## src/hw/spisc_pkg.sv

```systemverilog
// Constants and types shared by the serial peripheral controller
package spisc_pkg;
	localparam int SYS_CLK_MHZ = 100;
	localparam int MASTER_MAX_MBPS = 65;
	localparam int SLAVE_MAX_MBPS = 45;
	localparam int DATA_W = 32;
	localparam int FIFO_DEPTH = 8;
	localparam int LEN_W = 5;
	localparam logic [4:0] PACK8_LEN = 5'h07;
	localparam logic [4:0] PACK16_LEN = 5'h0f;
	localparam logic [1:0] PACK8_LAST = 2'h3;
	localparam logic [1:0] PACK16_LAST = 2'h1;
	localparam int SYNC_STAGES = 2;
	// Shortest half period that the master rate allows, rounded up
	localparam int RATE_HALF_CYC =
		(1000 * SYS_CLK_MHZ + 2000 * MASTER_MAX_MBPS - 1) /
		(2000 * MASTER_MAX_MBPS);
	localparam int CS_HIGH_NS = 10;
	localparam int CS_HIGH_CYC = (CS_HIGH_NS * SYS_CLK_MHZ + 999) / 1000;
	localparam int HALF_MIN_RAW = (RATE_HALF_CYC > SYNC_STAGES) ?
		RATE_HALF_CYC : SYNC_STAGES;
	localparam int HALF_MIN_INT = (HALF_MIN_RAW > CS_HIGH_CYC) ?
		HALF_MIN_RAW : CS_HIGH_CYC;
	localparam logic [7:0] HALF_MIN_CYC = 8'(HALF_MIN_INT);
	localparam logic [7:0] HCNT_RST = 8'h01;
	localparam int SYNC_SCK = 0;
	localparam int SYNC_CSN = 1;
	localparam int SYNC_MOSI = 2;
	localparam int SYNC_MISO = 3;
	localparam logic [3:0] SYNC_RST = 4'hf;
	localparam logic [1:0] CS_IDLE = 2'h3;

	typedef enum logic [1:0] {
		ST_IDLE = 2'b00,
		ST_LOW = 2'b01,
		ST_HIGH = 2'b10,
		ST_GAP = 2'b11
	} spisc_state_type;
endpackage

```

## src/hw/spisc_controller.sv

```systemverilog
// Serial peripheral controller with transmit and receive queues
//
// Contract
// - Master bit rate stays at or below 65 Mbps and slave at 45 Mbps.
// - The link is chip select (low active), clock, master out, master in.
// - Each bit is launched on one clock edge and sampled on the other.
// - Receive and transmit queues are separate and independent.
// - Packet length is bit_len_i plus one, from 1 to 32 bits.
// - Packing several packets per word works only at lengths 8 and 16.
// - Chip select is either software driven or asserted per packet.
// - In compare mode data is queued only after the pattern is seen.
// - Transmit and receive happen together in every transfer.
// - Master is the primary role; the slave role is best effort.
// - Clock polarity is programmable.
// - At default polarity data launches on falling, samples on rising.

module spisc_fifo #(
	parameter int WIDTH = 32,
	parameter int DEPTH = 8
) (
	input wire logic ref_clk_i, // System clock
	input wire logic rst_i, // Synchronous reset
	input wire logic [WIDTH-1:0] in_data_i, // Write data
	input wire logic in_valid_i, // Write request
	output logic in_ready_o, // Room for a word
	output logic [WIDTH-1:0] out_data_o, // Head word
	output logic out_valid_o, // Head word present
	input wire logic out_ready_i // Head word taken
);
	localparam int AW = $clog2(DEPTH);
	localparam logic [AW:0] CNT_FULL = (AW+1)'(DEPTH);
	localparam logic [AW-1:0] PTR_LAST = AW'(DEPTH - 1);

	logic [WIDTH-1:0] mem_q [DEPTH];
	logic [AW-1:0] wr_q;
	logic [AW-1:0] rd_q;
	logic [AW:0] cnt_q;
	logic [AW:0] cnt_d;
	logic ready_q;
	logic valid_q;
	logic wr_en;
	logic rd_en;

	// Flags kept as flops in their output sense, so the ports are flops
	assign wr_en = in_valid_i && ready_q;
	assign rd_en = out_ready_i && valid_q;
	assign in_ready_o = ready_q;
	assign out_valid_o = valid_q;
	assign out_data_o = mem_q[rd_q];

	always_comb begin
		cnt_d = cnt_q;
		if (wr_en && !rd_en) begin
			cnt_d = cnt_q + 1'b1;
		end else if (rd_en && !wr_en) begin
			cnt_d = cnt_q - 1'b1;
		end
	end

	always_ff @(posedge ref_clk_i) begin
		if (wr_en) begin
			mem_q[wr_q] <= in_data_i;
		end
	end

	always_ff @(posedge ref_clk_i) begin
		if (rst_i) begin
			wr_q <= '0;
			rd_q <= '0;
			cnt_q <= '0;
			ready_q <= 1'b1;
			valid_q <= 1'b0;
		end else begin
			if (wr_en) begin
				wr_q <= (wr_q == PTR_LAST) ? '0 : wr_q + 1'b1;
			end
			if (rd_en) begin
				rd_q <= (rd_q == PTR_LAST) ? '0 : rd_q + 1'b1;
			end
			cnt_q <= cnt_d;
			ready_q <= (cnt_d != CNT_FULL);
			valid_q <= (cnt_d != '0);
		end
	end
endmodule

module spisc_controller
	import spisc_pkg::*;
(
	input wire logic ref_clk_i, // System clock, 100 MHz
	input wire logic rst_i, // Synchronous reset, active high
	input wire logic master_en_i, // 1 master, 0 slave
	input wire logic [4:0] bit_len_i, // Packet bits minus one
	input wire logic packed_i, // Pack 8/16-bit packets per word
	input wire logic cs_auto_i, // Hardware chip select per packet
	input wire logic cs_sw_assert_i, // Software chip select level
	input wire logic cs_sel_i, // Chip select 0 or 1
	input wire logic clk_pol_i, // Idle clock level
	input wire logic [7:0] half_period_i, // Clock half period, cycles
	input wire logic cmp_en_i, // Receive compare mode
	input wire logic [31:0] cmp_pattern_i, // Pattern to wait for
	output logic busy_o, // Transfer in progress
	output logic cmp_matched_o, // Pattern has been seen
	input wire logic [31:0] tx_data_i, // Transmit word
	input wire logic tx_valid_i, // Transmit word valid
	output logic tx_ready_o, // Transmit queue has room
	output logic [31:0] rx_data_o, // Received word
	output logic rx_valid_o, // Received word valid
	input wire logic rx_ready_i, // Received word taken
	input wire logic [1:0] link_chip_select_i, // Chip select pins in
	output logic [1:0] link_chip_select_o, // Chip select pins out
	output logic [1:0] link_chip_select_oe_n_o, // Low while driving
	input wire logic link_serial_clock_i, // Clock pin in
	output logic link_serial_clock_o, // Clock pin out
	output logic link_serial_clock_oe_n_o, // Low while driving
	input wire logic link_master_out_i, // Master out pin in
	output logic link_master_out_o, // Master out pin out
	output logic link_master_out_oe_n_o, // Low while driving
	input wire logic link_master_in_i, // Master in pin in
	output logic link_master_in_o, // Master in pin out
	output logic link_master_in_oe_n_o // Low while driving
);
	function automatic logic [1:0] last_pkt(input logic pk,
		input logic [4:0] len);
		last_pkt = 2'h0;
		if (pk && len == PACK8_LEN) begin
			last_pkt = PACK8_LAST;
		end else if (pk && len == PACK16_LEN) begin
			last_pkt = PACK16_LAST;
		end
	endfunction

	function automatic logic [4:0] pkt_base(input logic [1:0] idx,
		input logic [4:0] len);
		logic [6:0] p;
		p = {5'h00, idx} * ({2'h0, len} + 7'h01);
		pkt_base = p[4:0];
	endfunction

	spisc_state_type state_q;
	logic [7:0] hcnt_q;
	logic [7:0] half;
	logic [3:0] meta_q;
	logic [3:0] sync_q;
	logic sck_prev_q;
	logic csn_prev_q;
	logic [31:0] tx_word_q;
	logic have_word_q;
	logic [1:0] pkt_idx_q;
	logic [1:0] pkt_idx_d;
	logic [4:0] bit_cnt_q;
	logic [4:0] bit_cnt_d;
	logic [31:0] rx_sh_q;
	logic [31:0] rx_word_q;
	logic [1:0] rx_idx_q;
	logic matched_q;
	logic push_v_q;
	logic [31:0] push_d_q;
	logic out_q;
	logic [1:0] npk_last;
	logic last_bit;
	logic word_end;
	logic [4:0] pos;
	logic [31:0] mask;
	logic [31:0] pv;
	logic in_bit;
	logic s_cs_act;
	logic s_smp;
	logic s_lch;
	logic s_frame;
	logic m_edge;
	logic smp;
	logic lch;
	logic start;
	logic pop;
	logic tx_head_v;
	logic [31:0] tx_head;
	logic rx_room;
	logic cs_active;

	spisc_fifo #(.WIDTH(DATA_W), .DEPTH(FIFO_DEPTH)) u_tx_fifo (
		.ref_clk_i(ref_clk_i),
		.rst_i(rst_i),
		.in_data_i(tx_data_i),
		.in_valid_i(tx_valid_i),
		.in_ready_o(tx_ready_o),
		.out_data_o(tx_head),
		.out_valid_o(tx_head_v),
		.out_ready_i(pop)
	);

	spisc_fifo #(.WIDTH(DATA_W), .DEPTH(FIFO_DEPTH)) u_rx_fifo (
		.ref_clk_i(ref_clk_i),
		.rst_i(rst_i),
		.in_data_i(push_d_q),
		.in_valid_i(push_v_q),
		.in_ready_o(rx_room),
		.out_data_o(rx_data_o),
		.out_valid_o(rx_valid_o),
		.out_ready_i(rx_ready_i)
	);

	// Pins pass two flops; edge logic only reads the second stage
	always_ff @(posedge ref_clk_i) begin
		if (rst_i) begin
			meta_q <= SYNC_RST;
			sync_q <= SYNC_RST;
			sck_prev_q <= 1'b1;
			csn_prev_q <= 1'b1;
		end else begin
			meta_q <= {link_master_in_i, link_master_out_i,
				link_chip_select_i[0], link_serial_clock_i};
			sync_q <= meta_q;
			sck_prev_q <= sync_q[SYNC_SCK];
			csn_prev_q <= sync_q[SYNC_CSN];
		end
	end

	// Slave listens on chip select 0; sampling at 100 MHz caps its rate
	assign s_cs_act = !master_en_i && !sync_q[SYNC_CSN];
	assign s_frame = s_cs_act && csn_prev_q;
	assign s_smp = s_cs_act && (sync_q[SYNC_SCK] ^ clk_pol_i) &&
		!(sck_prev_q ^ clk_pol_i);
	assign s_lch = s_cs_act && !(sync_q[SYNC_SCK] ^ clk_pol_i) &&
		(sck_prev_q ^ clk_pol_i);

	// Divider never runs faster than the rate limit or the input sync
	assign half = (half_period_i < HALF_MIN_CYC) ? HALF_MIN_CYC :
		half_period_i;
	// Master in is latched at the end of the high half: the sync delay
	// then still points inside the half where the bit is stable
	assign m_edge = master_en_i && state_q == ST_HIGH && hcnt_q == half;
	assign smp = m_edge || s_smp;
	assign lch = m_edge || s_lch;
	assign in_bit = master_en_i ? sync_q[SYNC_MISO] :
		sync_q[SYNC_MOSI];

	assign npk_last = last_pkt(packed_i, bit_len_i);
	assign last_bit = (bit_cnt_q == bit_len_i);
	assign word_end = smp && last_bit && (pkt_idx_q == npk_last);
	assign mask = 32'hffffffff >> (5'h1f - bit_len_i);
	assign pv = {rx_sh_q[30:0], in_bit} & mask;

	always_comb begin
		bit_cnt_d = bit_cnt_q;
		pkt_idx_d = pkt_idx_q;
		if (smp) begin
			if (last_bit) begin
				bit_cnt_d = 5'h00;
				pkt_idx_d = (pkt_idx_q == npk_last) ? 2'h0 :
					pkt_idx_q + 2'h1;
			end else begin
				bit_cnt_d = bit_cnt_q + 5'h01;
			end
		end
	end

	// Packets go low slot first, each one most significant bit first
	assign pos = pkt_base(pkt_idx_d, bit_len_i) + bit_len_i - bit_cnt_d;

	// Software chip select gates the start so the clock stays idle
	assign start = master_en_i && state_q == ST_IDLE && have_word_q &&
		rx_room && !push_v_q &&
		(cs_auto_i || cs_sw_assert_i);
	assign pop = !have_word_q && tx_head_v &&
		(!master_en_i || state_q == ST_IDLE);
	assign cs_active = cs_auto_i ?
		(state_q == ST_LOW || state_q == ST_HIGH) :
		cs_sw_assert_i;

	always_ff @(posedge ref_clk_i) begin
		if (rst_i) begin
			state_q <= ST_IDLE;
			hcnt_q <= HCNT_RST;
		end else if (!master_en_i) begin
			state_q <= ST_IDLE;
			hcnt_q <= HCNT_RST;
		end else begin
			unique case (state_q)
				ST_IDLE: begin
					hcnt_q <= HCNT_RST;
					if (start) begin
						state_q <= ST_LOW;
					end
				end
				ST_LOW: begin
					hcnt_q <= (hcnt_q == half) ? HCNT_RST : hcnt_q + 8'h01;
					if (hcnt_q == half) begin
						state_q <= ST_HIGH;
					end
				end
				ST_HIGH: begin
					hcnt_q <= (hcnt_q == half) ? HCNT_RST : hcnt_q + 8'h01;
					if (hcnt_q == half) begin
						state_q <= last_bit ? ST_GAP : ST_LOW;
					end
				end
				ST_GAP: begin
					hcnt_q <= (hcnt_q >= half) ? HCNT_RST : hcnt_q + 8'h01;
					if (hcnt_q >= half) begin
						state_q <= ST_IDLE;
					end
				end
			endcase
		end
	end

	always_ff @(posedge ref_clk_i) begin
		if (rst_i) begin
			tx_word_q <= '0;
			have_word_q <= 1'b0;
			pkt_idx_q <= 2'h0;
			bit_cnt_q <= 5'h00;
			rx_sh_q <= '0;
			out_q <= 1'b0;
		end else begin
			if (pop) begin
				tx_word_q <= tx_head;
				have_word_q <= 1'b1;
				pkt_idx_q <= 2'h0;
			end else if (word_end) begin
				tx_word_q <= '0;
				have_word_q <= 1'b0;
				pkt_idx_q <= 2'h0;
			end else begin
				pkt_idx_q <= pkt_idx_d;
			end
			// An aborted frame drops the partial packet
			if ((master_en_i && state_q == ST_IDLE) ||
				(!master_en_i && !s_cs_act)) begin
				bit_cnt_q <= 5'h00;
			end else begin
				bit_cnt_q <= bit_cnt_d;
			end
			if (smp) begin
				rx_sh_q <= {rx_sh_q[30:0], in_bit};
			end
			if (start || s_frame || lch) begin
				out_q <= tx_word_q[pos];
			end
		end
	end

	// Receive side; a slave overrun drops the word, the master waits
	always_ff @(posedge ref_clk_i) begin
		if (rst_i) begin
			rx_word_q <= '0;
			rx_idx_q <= 2'h0;
			matched_q <= 1'b0;
			push_v_q <= 1'b0;
			push_d_q <= '0;
		end else begin
			push_v_q <= 1'b0;
			if (!cmp_en_i) begin
				matched_q <= 1'b0;
			end
			if (smp && last_bit) begin
				if (cmp_en_i && !matched_q) begin
					matched_q <= (pv == (cmp_pattern_i & mask));
				end else if (rx_idx_q == npk_last) begin
					push_v_q <= 1'b1;
					push_d_q <= rx_word_q | (pv <<
						pkt_base(rx_idx_q, bit_len_i));
					rx_word_q <= '0;
					rx_idx_q <= 2'h0;
				end else begin
					rx_word_q <= rx_word_q | (pv <<
						pkt_base(rx_idx_q, bit_len_i));
					rx_idx_q <= rx_idx_q + 2'h1;
				end
			end
		end
	end

	always_ff @(posedge ref_clk_i) begin
		if (rst_i) begin
			link_chip_select_o <= CS_IDLE;
			link_chip_select_oe_n_o <= CS_IDLE;
			link_serial_clock_o <= 1'b0;
			link_serial_clock_oe_n_o <= 1'b1;
			link_master_out_oe_n_o <= 1'b1;
			link_master_in_oe_n_o <= 1'b1;
			busy_o <= 1'b0;
		end else if (master_en_i) begin
			link_chip_select_o <= ~({cs_sel_i, !cs_sel_i} &
				{2{cs_active}});
			link_chip_select_oe_n_o <= 2'h0;
			link_serial_clock_o <= (state_q == ST_HIGH) ^
				clk_pol_i;
			link_serial_clock_oe_n_o <= 1'b0;
			link_master_out_oe_n_o <= 1'b0;
			link_master_in_oe_n_o <= 1'b1;
			busy_o <= (state_q != ST_IDLE);
		end else begin
			link_chip_select_o <= CS_IDLE;
			link_chip_select_oe_n_o <= CS_IDLE;
			link_serial_clock_o <= clk_pol_i;
			link_serial_clock_oe_n_o <= 1'b1;
			link_master_out_oe_n_o <= 1'b1;
			link_master_in_oe_n_o <= !s_cs_act;
			busy_o <= s_cs_act;
		end
	end

	assign link_master_out_o = out_q;
	assign link_master_in_o = out_q;
	assign cmp_matched_o = matched_q;
endmodule

```

## config.mk

```make
export PLATFORM = sky130hd
export DESIGN_NAME = spisc_controller
export DESIGN_NICKNAME = d
export VERILOG_FILES = /design/src/hw/spisc_pkg.sv /design/src/hw/spisc_controller.sv
export SDC_FILE = /design/constraint.sdc
export NUM_CORES = 1
export LEC_CHECK = 0
export BUFFER_PORTS_ARGS = -buffer_cell sky130_fd_sc_hd__buf_4
export CAP_MARGIN = 20
export CORE_AREA = 3 3 203 403
export DETAILED_ROUTE_END_ITERATION = 6
export DIE_AREA = 0 0 206 406
export PLACE_DENSITY = 0.65
export SLEW_MARGIN = 25
export SYNTH_ARGS = -nofsm -noshare
export SYNTH_HDL_FRONTEND = slang
export SYNTH_HIERARCHICAL = 1
export SYNTH_SLANG_ARGS = --single-unit
```

## constraint.sdc

```tcl
create_clock -name ref_clk_i -period 11.9 [get_ports ref_clk_i]
set_input_delay 1.19 -clock ref_clk_i [delete_from_list [all_inputs] [get_ports ref_clk_i]]
set_output_delay 1.19 -clock ref_clk_i [all_outputs]
set_load 0.02 [all_outputs]
```

Word level (Yosys, flattened, before mapping)

Memory sizes are Yosys's and may differ from the RTL's. A register that Yosys moved wholly into a read port is not among the register bits.
Index checks and enable logic that the tools add are counted.

Register bits: 192
Bits in writable memories: 512
Bits of input ports: 93
Logic and storage cells: 204
Memories kept: 2

Memories:

| memory          | words | width | rd ports | clocked after memory_dff | write ports | RTL line               | RTL |
|---|---|---|---|---|---|---|---|
| u_rx_fifo.mem_q | 8     | 32    | 1        | 1                        | 1           | spisc_controller.sv:34 | `logic [WIDTH-1:0] mem_q [DEPTH];` |
| u_tx_fifo.mem_q | 8     | 32    | 1        | 1                        | 1           | spisc_controller.sv:34 |  |

$add $sub $neg: 16
$mul: 2
$lt $le $gt $ge: 3
Eq/ne operators: 20
Shifts and indexed selects: 2
Multiplexer cells: 51
Bitwise logic cells: 11
Reductions and logical operators: 64

Operators with widths:

| cell                                                                  | count |
|---|---|
| 32-bit 2-to-1 mux                                                     | 3 |
| 32-bit bitwise AND                                                    | 2 |
| 32-bit equality test                                                  | 1 |
| 32-bit OR                                                             | 1 |
| 32-bit by 5-bit left shift with 32-bit output                         | 1 |
| 32-bit by 5-bit >> shifter with 32-bit output (first input constant)  | 1 |
| 1-bit logical AND                                                     | 29 |
| 3-bit 2-to-1 mux                                                      | 8 |
| 8-bit 2-to-1 mux                                                      | 3 |
| 8-bit one-hot mux with 3 select lines                                 | 1 |
| 2-bit 2-to-1 mux                                                      | 11 |
| 1-bit 2-to-1 mux                                                      | 17 |
| 4-bit 2-to-1 mux                                                      | 4 |
| 1-bit zero test                                                       | 13 |
| 3-bit by 1-bit adder with 3-bit output (second input constant)        | 4 |
| 3-bit equality test (second input constant)                           | 4 |
| 5-bit 2-to-1 mux                                                      | 2 |
| 4-bit by 1-bit adder with 4-bit output (second input constant)        | 2 |
| 8-bit by 1-bit adder with 8-bit output (second input constant)        | 1 |
| 8-bit equality test                                                   | 1 |
| 8-bit >= comparator                                                   | 1 |
| 1-bit logical OR                                                      | 8 |
| 8-bit by 2-bit < comparator with 1-bit output (second input constant) | 1 |
| 2-bit != test (second input constant)                                 | 4 |
| other kinds (31)                                                      | 46 |

Logic depth before layout (Yosys ltp)

Gate-level depths: netlist of run 1.

Depth after elaboration: 13
Mapped depth: 23

Hierarchy

Netlist of run 1, hierarchy kept.

Modules (own cells, without submodules):

| module                  | times used | cells an instance | area each (µm²) | sequential area each (µm²) |
|---|---|---|---|---|
| spisc_fifo at u_rx_fifo | 1          | 455               | 10495.1         | 7987.7 |
| spisc_fifo at u_tx_fifo | 1          | 454               | 10366.2         | 7987.7 |
| spisc_controller        | 1          | 1144              | 9816.9          | 3323.2 |

Least setup slack after synthesis of run 1

Ideal clock, no wire load.

Kind: input to register
Start: in half_period_i[7]
End: reg out_q (netlist: link_master_in_o)
Arrival: 6.414 ns
Data required time: 11.778 ns
Path slack: 5.364 ns
Cell stages on the path: 20
Path buffers: 1
Cells stage by stage: or4_1 > nor4_1 > nor2b_1 > ha_1 > nand4_1 > or3_4 > a211oi_4 > nand2_1 > a21oi_1 > nor2_1 > fa_1 > inv_1 > fa_1 > inv_1 > ha_1 > clkbuf_1 > mux4_2 > mux4_2 > nand4_1 > nand3b_1

Longest elaborated chain between the ends: 11
Elaborated cells on any way between the ends: 14

Ends and longest elaborated chain:

| what                                          | RTL line                | RTL |
|---|---|---|
| start: declaration                            | spisc_controller.sv:99  | `input wire logic [7:0] half_period_i,` |
| 8-bit by 2-bit < comparator with 1-bit output | spisc_controller.sv:228 | `assign half = (half_period_i < HALF_MIN_CYC) ? HALF_MIN_CYC :` |
| 8-bit 2-to-1 mux (*)                          | spisc_controller.sv:228 |  |
| 8-bit equality test (*)                       | spisc_controller.sv:232 | `assign m_edge = master_en_i && state_q == ST_HIGH && hcnt_q == half;` |
| 1-bit logical AND (*)                         | spisc_controller.sv:232 |  |
| 1-bit logical OR                              | spisc_controller.sv:233 | `assign smp = m_edge \|\| s_smp;` |
| 2-bit 2-to-1 mux                              | spisc_controller.sv:247 | `if (smp) begin` |
| 2-bit by 7-bit multiplier with 5-bit output   | spisc_controller.sv:136 | `p = {5'h00, idx} * ({2'h0, len} + 7'h01);` |
| 5-bit adder                                   | spisc_controller.sv:259 | `assign pos = pkt_base(pkt_idx_d, bit_len_i) + bit_len_i - bit_cnt_d;` |
| 5-bit subtractor                              | spisc_controller.sv:259 |  |
| 1-bit binary-select mux with 5-bit select     | spisc_controller.sv:339 | `out_q <= tx_word_q[pos];` |
| 1-bit 2-to-1 mux (implied by the code)        | spisc_controller.sv:339 |  |
| end signal: assignment                        | spisc_controller.sv:339 |  |
| end: declaration                              | spisc_controller.sv:159 | `logic out_q;` |

Mark *: on every way between the ends. The rest lies on a longest branch, timed or not. The select of a mux whose other input is x is not followed.
A chain may end at the register's enable or synchronous reset.

Worst setup path in the final report of run 1

Ends and elaborated chain as after synthesis.

==> results.tsv, run 1 <==
stage	metric	value	unit
routing	Post-route DRC	0	
layout	share of layout cells above drive strength 1	0.2382	
setup_path	critical path type	in2reg	
timing	Clock Skew	0.02395	ns
logic_synthesis	top cells by count, synth	edfxtp_1 (512), dfxtp_1 (196), nor2_1 (163)	
logic_synthesis	sequential-to-total area share from yosys stat	0.6291	
timing	setup TNS	0	ns
pwr	total power draw	0.005454	W
routing	Vias	18020	
pwr	peak supply drop	146.3	uV
routing	Vias/cell	5.507	
logic_synthesis	Top FF cell, synth	edfxtp_1	
logic_synthesis	top area cells in the synthesized netlist	edfxtp_1 (50%), dfxtp_1 (13%), mux4_2 (7.9%)	
placed_design	Port Buf Inserts	137	
logic_synthesis	syn_nets	2194	
outcome	status	finished clean	
logic_synthesis	syn avg cell area	14.94	um^2
logic_synthesis	Post-Syn Area	30680	um^2
floorplanning	core box area	79280	um^2
clock_tree	Post-CTS Repair Setup Buffers	0	
grt	vias in the first global route	18850	
floorplanning	die width	206	um
placed_design	placed cell area	32720	um^2
pwr	Power Density	156.2	nW/um^2
timing	Rel. slew slack	0.3672	
grt	pin count of the biggest net entering global routing	65	
clock_tree	# resized after CTS	0	
floorplanning	Ports	139	
placed_design	DP HPWL	49.50	mm
timing	RSZ-0062 raised after global routing	no	
setup_path	Crit Path Max Fanout	6	
logic_synthesis	count of state elements after synthesis	708	
logic_synthesis	Post-synth ARST share	0	
layout	Area Overhead vs Synth	13.84	%
setup_path	crit path capture type	flop	
logic_synthesis	yosys warns	6	
clock_tree	clock-pin slew on the worst setup and hold paths	0.07	ns
clock_tree	H-tree depth	3	
clock_tree	clk buf depth	3	
setup_path	CP Data Required Time	12.41	ns
logic_synthesis	most frequent cell after synthesis	edfxtp_1	
layout	Finished Cell Area	34920	um^2
layout	Final #Nets	2317	
clock_tree	worst-skew pair later-pin latency	0.64	ns
placed_design	Final Wtd Congestion	0.9367	
clock_tree	CTS Sinks	708	
timing	transition time of the tightest slew-check pin	0.9492	ns
timing	Final setup viols	0	
logic_synthesis	post-synth top area cell	edfxtp_1	
floorplanning	FP Rows	146	
logic_synthesis	share of the synthesized area in the top cell type	0.5012	
floorplanning	die height	406	um
routing	total wire length	73.81	mm
timing	endpoints failing hold	0	
setup_path	worst path arrival time	7.23	ns
clock_tree	CTS tree	built	
clock_tree	CTS Hold Bufs	0	
timing	Hold Slack	0.4237	ns
flow_run	# Max-Cap Violations	0	
routing	Avg WL per Cell	22.55	um
grt	global route total overflow	0	
logic_synthesis	EDFF count, synth	512	
pwr	leakage power	11.59	nW
grt	first-pass GRT wire length	111.9	mm
grt	GRT Total Usage	0.1773	
timing	final worst path period share	0.5644	
logic_synthesis	Netlist cell types	88	
routing	TritonRoute pass-1 iters	5	
clock_tree	CTS Root Cell	clkbuf_16	
timing	final slew viol count	0	
floorplanning	Initial Util	0.3870	
clock_tree	number of buffers created by CTS	66	
grt	initial antenna violation count	14	
timing	fin crit period	6.717	ns
timing	fmax	148.9	MHz
routing	DRT iter0 DRCs	1246	
logic_synthesis	Post-Synthesis Cells	2053	
routing	ANT nets after route	0	
setup_path	CP startpoint kind	primary input	
worst_hold_path	HP Class	reg2reg	
floorplanning	die area	83640	um^2
## metal layers
layer / share of wire / vias up / global-route usage
met5: 0.0012 / - / 0
met4: 0.053 / 12 / 0.09704
met3: 0.056 / 182 / 0.03818
met2: 0.54 / 527 / 0.3250
met1: 0.35 / 9067 / 0.1866
li1: - / 8235 / -
## logic make-up after synthesis
| kind of cell | count (synthesis) | share of synthesized area |
|---|---|---|
| AO/OA/AOI/OAI | 321 | 0.07199 |
| XOR/XNOR | 52 | 0.01509 |
| adder cells (fa/ha/maj) | 48 | 0.02153 |
| buffers and inverters | 172 | 0.02851 |
| flip-flops | 708 | 0.6291 |
| multiplexers | 275 | 0.1579 |
| AND/OR/NAND/NOR | 477 | 0.07590 |
## per-stage QoR
step	std cells	setup slack (ns)	utilization
floorplan	2053	5.364	-
global placement	3144	4.503	0.4126
detailed placement	3144	4.434	0.4127
CTS	3265	5.097	0.4402
global route	3265	4.701	0.4403
finish	3273	5.183	0.4405
## path summary, 6_finish.rpt
kind | from | end | slack, ns | cells after the start
min reg2reg | meta_q[1] | sync_q[1] | 0.42 | 1
max reg2reg | hcnt_q[0] | link_master_in_o | 6.13 | 18
min | meta_q[1] | sync_q[1] | 0.42 | 1
max | half_period_i[7] | link_master_in_o | 5.18 | 21
## worst max-delay path, stage by stage
cell and delay [ns]:
buf_4 0.11, or4_1 0.51, nor4_1 0.27, nor2b_1 0.09, ha_1 0.30, nand4_1 0.25, nor3_1 0.81, o21ai_0 0.28
a21oi_1 0.46, nor2b_1 0.12, fa_1 0.50, inv_1 0.06, fa_1 0.50, inv_1 0.05, ha_1 0.22, fa_1 0.38
xor2_1 0.31, mux4_2 0.56, nand2_1 0.08, a21oi_1 0.04, nand3b_1 0.14
## state kept, by name (all words and copies together) (netlist names), 2 cells and up, named ones only
register and cells:
hcnt_q 8, rx_word_q 32, u_tx_fifo/mem_q 256, sync_q 4, u_rx_fifo/mem_q 256, meta_q 4
push_d_q 32, u_tx_fifo/wr_q 3, u_rx_fifo/wr_q 3, u_rx_fifo/cnt_q 4, rx_idx_q 2, u_rx_fifo/rd_q 3
u_tx_fifo/rd_q 3, state_q 2, rx_sh_q 31, u_tx_fifo/cnt_q 4, bit_cnt_q 5, tx_word_q 32
pkt_idx_q 2, link_chip_select_o 2
## final cells by class
| cell class | instances | area (um^2) |
|---|---|---|
| Sequential cell | 708 | 19310 |
| Clock inverter | 29 | 324.1 |
| Multi-Input combinational cell | 1173 | 10610 |
| Antenna cell | 8 | 20.02 |
| Tap cell | 1036 | 1296 |
| Inverter | 53 | 198.9 |
| Clock buffer | 92 | 1857 |
| Timing Repair Buffer | 174 | 1306 |
| Fill cell | 7065 | 44360 |
## power breakdown
| group | total [W] | internal (W) | leakage (nW) | switching, W |
|---|---|---|---|---|
| registers | 0.00278 | 0.00271 | 5.99 | 0.0000707 |
| clock network | 0.00212 | 0.00120 | 1.06 | 0.000918 |
| logic | 0.000562 | 0.000294 | 4.54 | 0.000268 |
## cell usage in the layout (no fill, tap or decap), drive strengths merged, types with 13 or more instances in the layout
cell	n
edfxtp	512
dfxtp	196
buf	174
nor2	165
mux4	147
clkbuf	92
nand2	88
a21oi	81
mux2	76
nor3	60
inv	58
o21ai	54
mux2i	52
nand3	41
ha	40
a211oi	37
a22o	32
xnor2	29
xor2	23
o22ai	21
nor2b	16
or2	16
clkinv	16
nand2b	13
Note: power is estimated with default switching activity, not from simulation.
==> run 2, diff against run 1 <==
Clock period 11.9 ns to 6.22 ns, I/O delays scaled along.
==> results.tsv, run 2 (same netlist as run 1, synthesis figures left out) <==
stage	metric	value	unit	change
clock_tree	Post-CTS Repair Setup Buffers	0		unchanged
layout	Finished Cell Area	35120	um^2	+0.56%
clock_tree	# resized after CTS	0		unchanged
routing	DRT iter0 DRCs	1139		-8.6%
routing	Vias/cell	5.486		-0.37%
floorplanning	die width	206	um	unchanged
clock_tree	number of buffers created by CTS	66		unchanged
placed_design	placed cell area	32870	um^2	+0.44%
routing	Post-route DRC	0		unchanged
layout	share of layout cells above drive strength 1	0.2447		+0.006439
clock_tree	clock-pin slew on the worst setup and hold paths	0.06	ns	about the same
grt	initial antenna violation count	8		-6
routing	Vias	18030		+0.028%
timing	Final setup viols	0		unchanged
worst_hold_path	hold path cells	2		+1
pwr	leakage power	11.41	nW	-1.5%
pwr	sequential share of power	0.503		-0.006
layout	Top Registers	u_rx_fifo/mem_q x256, u_tx_fifo/mem_q x256		
pwr	peak supply drop	360.1	uV	+150%
timing	final slew viol count	0		unchanged
worst_hold_path	HP Class	in2reg		
floorplanning	die height	406	um	unchanged
timing	transition time of the tightest slew-check pin	0.9805	ns	+0.03127 ns
timing	final worst path period share	0.9057		
floorplanning	FP Rows	146		unchanged
routing	TritonRoute pass-1 iters	6		+1
setup_path	Crit path max-delay family	adder cells		
layout	# fillers	7049		-0.23%
clock_tree	clk buf depth	3		unchanged
layout	Final #Nets	2337		+0.86%
routing	total wire length	74.42	mm	+0.83%
setup_path	CP max stage cell	or4_1		
clock_tree	CTS Hold Bufs	0		unchanged
clock_tree	worst-skew pair later-pin latency	0.63	ns	about the same
pwr	Power Density	301.5	nW/um^2	+93%
floorplanning	die area	83640	um^2	unchanged
timing	endpoints failing hold	0		unchanged
routing	Avg WL per Cell	22.65	um	+0.43%
setup_path	CP Data Required Time	6.72	ns	-5.69 ns
routing	ANT nets after route	0		unchanged
pwr	Switch Pwr	0.002439	W	+94%
timing	fin crit period	5.634	ns	
setup_path	CP cell instances	buf_4 -> or4_1 -> nor4_1 -> nor2b_1 -> ha_1 -> nand4_1 -> buf_4 -> or3_4 -> a211oi_4 -> nand2_1 -> a21oi_1 -> nor2_1 -> fa_1 -> inv_1 -> fa_1 -> inv_1 -> ha_1 -> fa_1 -> xor2_1 -> buf_4 -> mux4_2 -> nand4_1 -> nand3b_1		
setup_path	Largest stage delay, worst path	0.52	ns	-0.29 ns
setup_path	Buf+Inv Stages, Crit Path	5		+2
timing	RSZ-0062 raised after global routing	no		
grt	vias in the first global route	18790		-0.31%
clock_tree	CTS Root Cell	clkbuf_16		
setup_path	CP startpoint kind	primary input		
grt	first-pass GRT wire length	113.1	mm	+1.1%
pwr	internal power	0.008149	W	+94%
pwr	Comb power frac	0.102		about the same
outcome	status	finished clean		
layout	commonest non-fill, non-tap cell in the layout	edfxtp_1		
setup_path	worst path arrival time	6.13	ns	-1.10 ns
setup_path	R2R cell count	18		unchanged
clock_tree	CTS tree	built		
pwr	clock share of power	0.395		+0.007
floorplanning	Ports	139		unchanged
placed_design	Port Buf Inserts	137		unchanged
setup_path	critical path type	in2reg		
timing	fmax	177.5	MHz	
setup_path	number of cells on the critical path	23		+9.5%
timing	Hold Slack	0.1581	ns	-0.2656 ns
grt	GRT Total Usage	0.1790		+0.001649
placed_design	Final Wtd Congestion	0.8939		-4.6%
layout	Area Overhead vs Synth	14.48	%	
grt	global route total overflow	0		unchanged
timing	Clock Skew	0.02627	ns	+0.002329 ns
placed_design	DP HPWL	50.34	mm	+1.7%
layout	most frequent cells in the layout	edfxtp_1 (512), buf_4 (194), dfxtp_1 (192)		
flow_run	# Max-Cap Violations	0		unchanged
floorplanning	Initial Util	0.3870		unchanged
setup_path	Crit Path Max Fanout	3		-3
pwr	Switching Fraction	0.2303		about the same
timing	Rel. slew slack	0.3435		-0.02371
timing	setup TNS	0	ns	unchanged
grt	pin count of the biggest net entering global routing	65		unchanged
clock_tree	H-tree depth	3		unchanged
clock_tree	CTS Sinks	708		unchanged
floorplanning	core box area	79280	um^2	unchanged
setup_path	crit path capture type	flop		
==> run 2: worst register-to-register path: cells and delay by family (launching register included) <==
kind / cells / cell delay [ns]
xor+xnor: 1 / 0.28
compound gates: 2 / 0.50
buf+inv: 3 / 0.28
fa+ha+maj: 5 / 1.94
flops: 1 / 0.35
mux: 1 / 0.48
simple gates: 6 / 1.24
==> run 2: area by class of cell <==
type,count,area (um^2),share of cell area
Clock inverter,33,412.9,0.01176
Multi-Input combinational cell,1173,10610,0.3020
Antenna cell,2,5.005,0.0001425
Clock buffer,87,1836,0.05226
Inverter,53,198.9,0.005665
Tap cell,1036,1296,0.03691
Sequential cell,708,19310,0.5498
Timing Repair Buffer,194,1456,0.04147
==> run 2: final timing paths <==
kind,startpoint,end,slack [ns]
setup / recovery,half_period_i[7],link_master_in_o,0.59
hold / removal,cs_sel_i,link_chip_select_o[1],0.16
setup reg to reg,hcnt_q[5],link_master_in_o,1.03
hold reg to reg,meta_q[2],sync_q[2],0.42
==> run 2: power groups by stage <==
stage / Combinational [W] / Clock [W] / Sequential [W]
6_report: 0.00108 / 0.00418 / 0.00532
5_1_grt: 0.00117 / 0.00448 / 0.00534
3_5_place_dp: 0.00110 / 0 / 0.00543
3_3_place_gp: 0.00107 / 0 / 0.00542
4_1_cts: 0.00110 / 0.00431 / 0.00533
2_1_floorplan: 0.000870 / 0 / 0.00535
==> run 2: metrics by stage <==
stage	setup slack, ns	power (W)	utilization	std cells
after floorplan	0.2519	0.006215	-	2053
after global placement	-0.02458	0.006488	0.4145	3164
after detailed placement	-0.03337	0.006526	0.4145	3164
after CTS	0.6185	0.01074	0.4429	3284
after global routing	0.1805	0.01099	0.4429	3284
final	0.5865	0.01059	0.4430	3286
==> run 2: metal layers <==
layer / GRT usage / vias up / share of wire
met5: 0 / - / 0.0011
met4: 0.08786 / 12 / 0.046
met3: 0.03041 / 176 / 0.045
met2: 0.3280 / 486 / 0.54
met1: 0.1983 / 9079 / 0.37
li1: - / 8275 / -
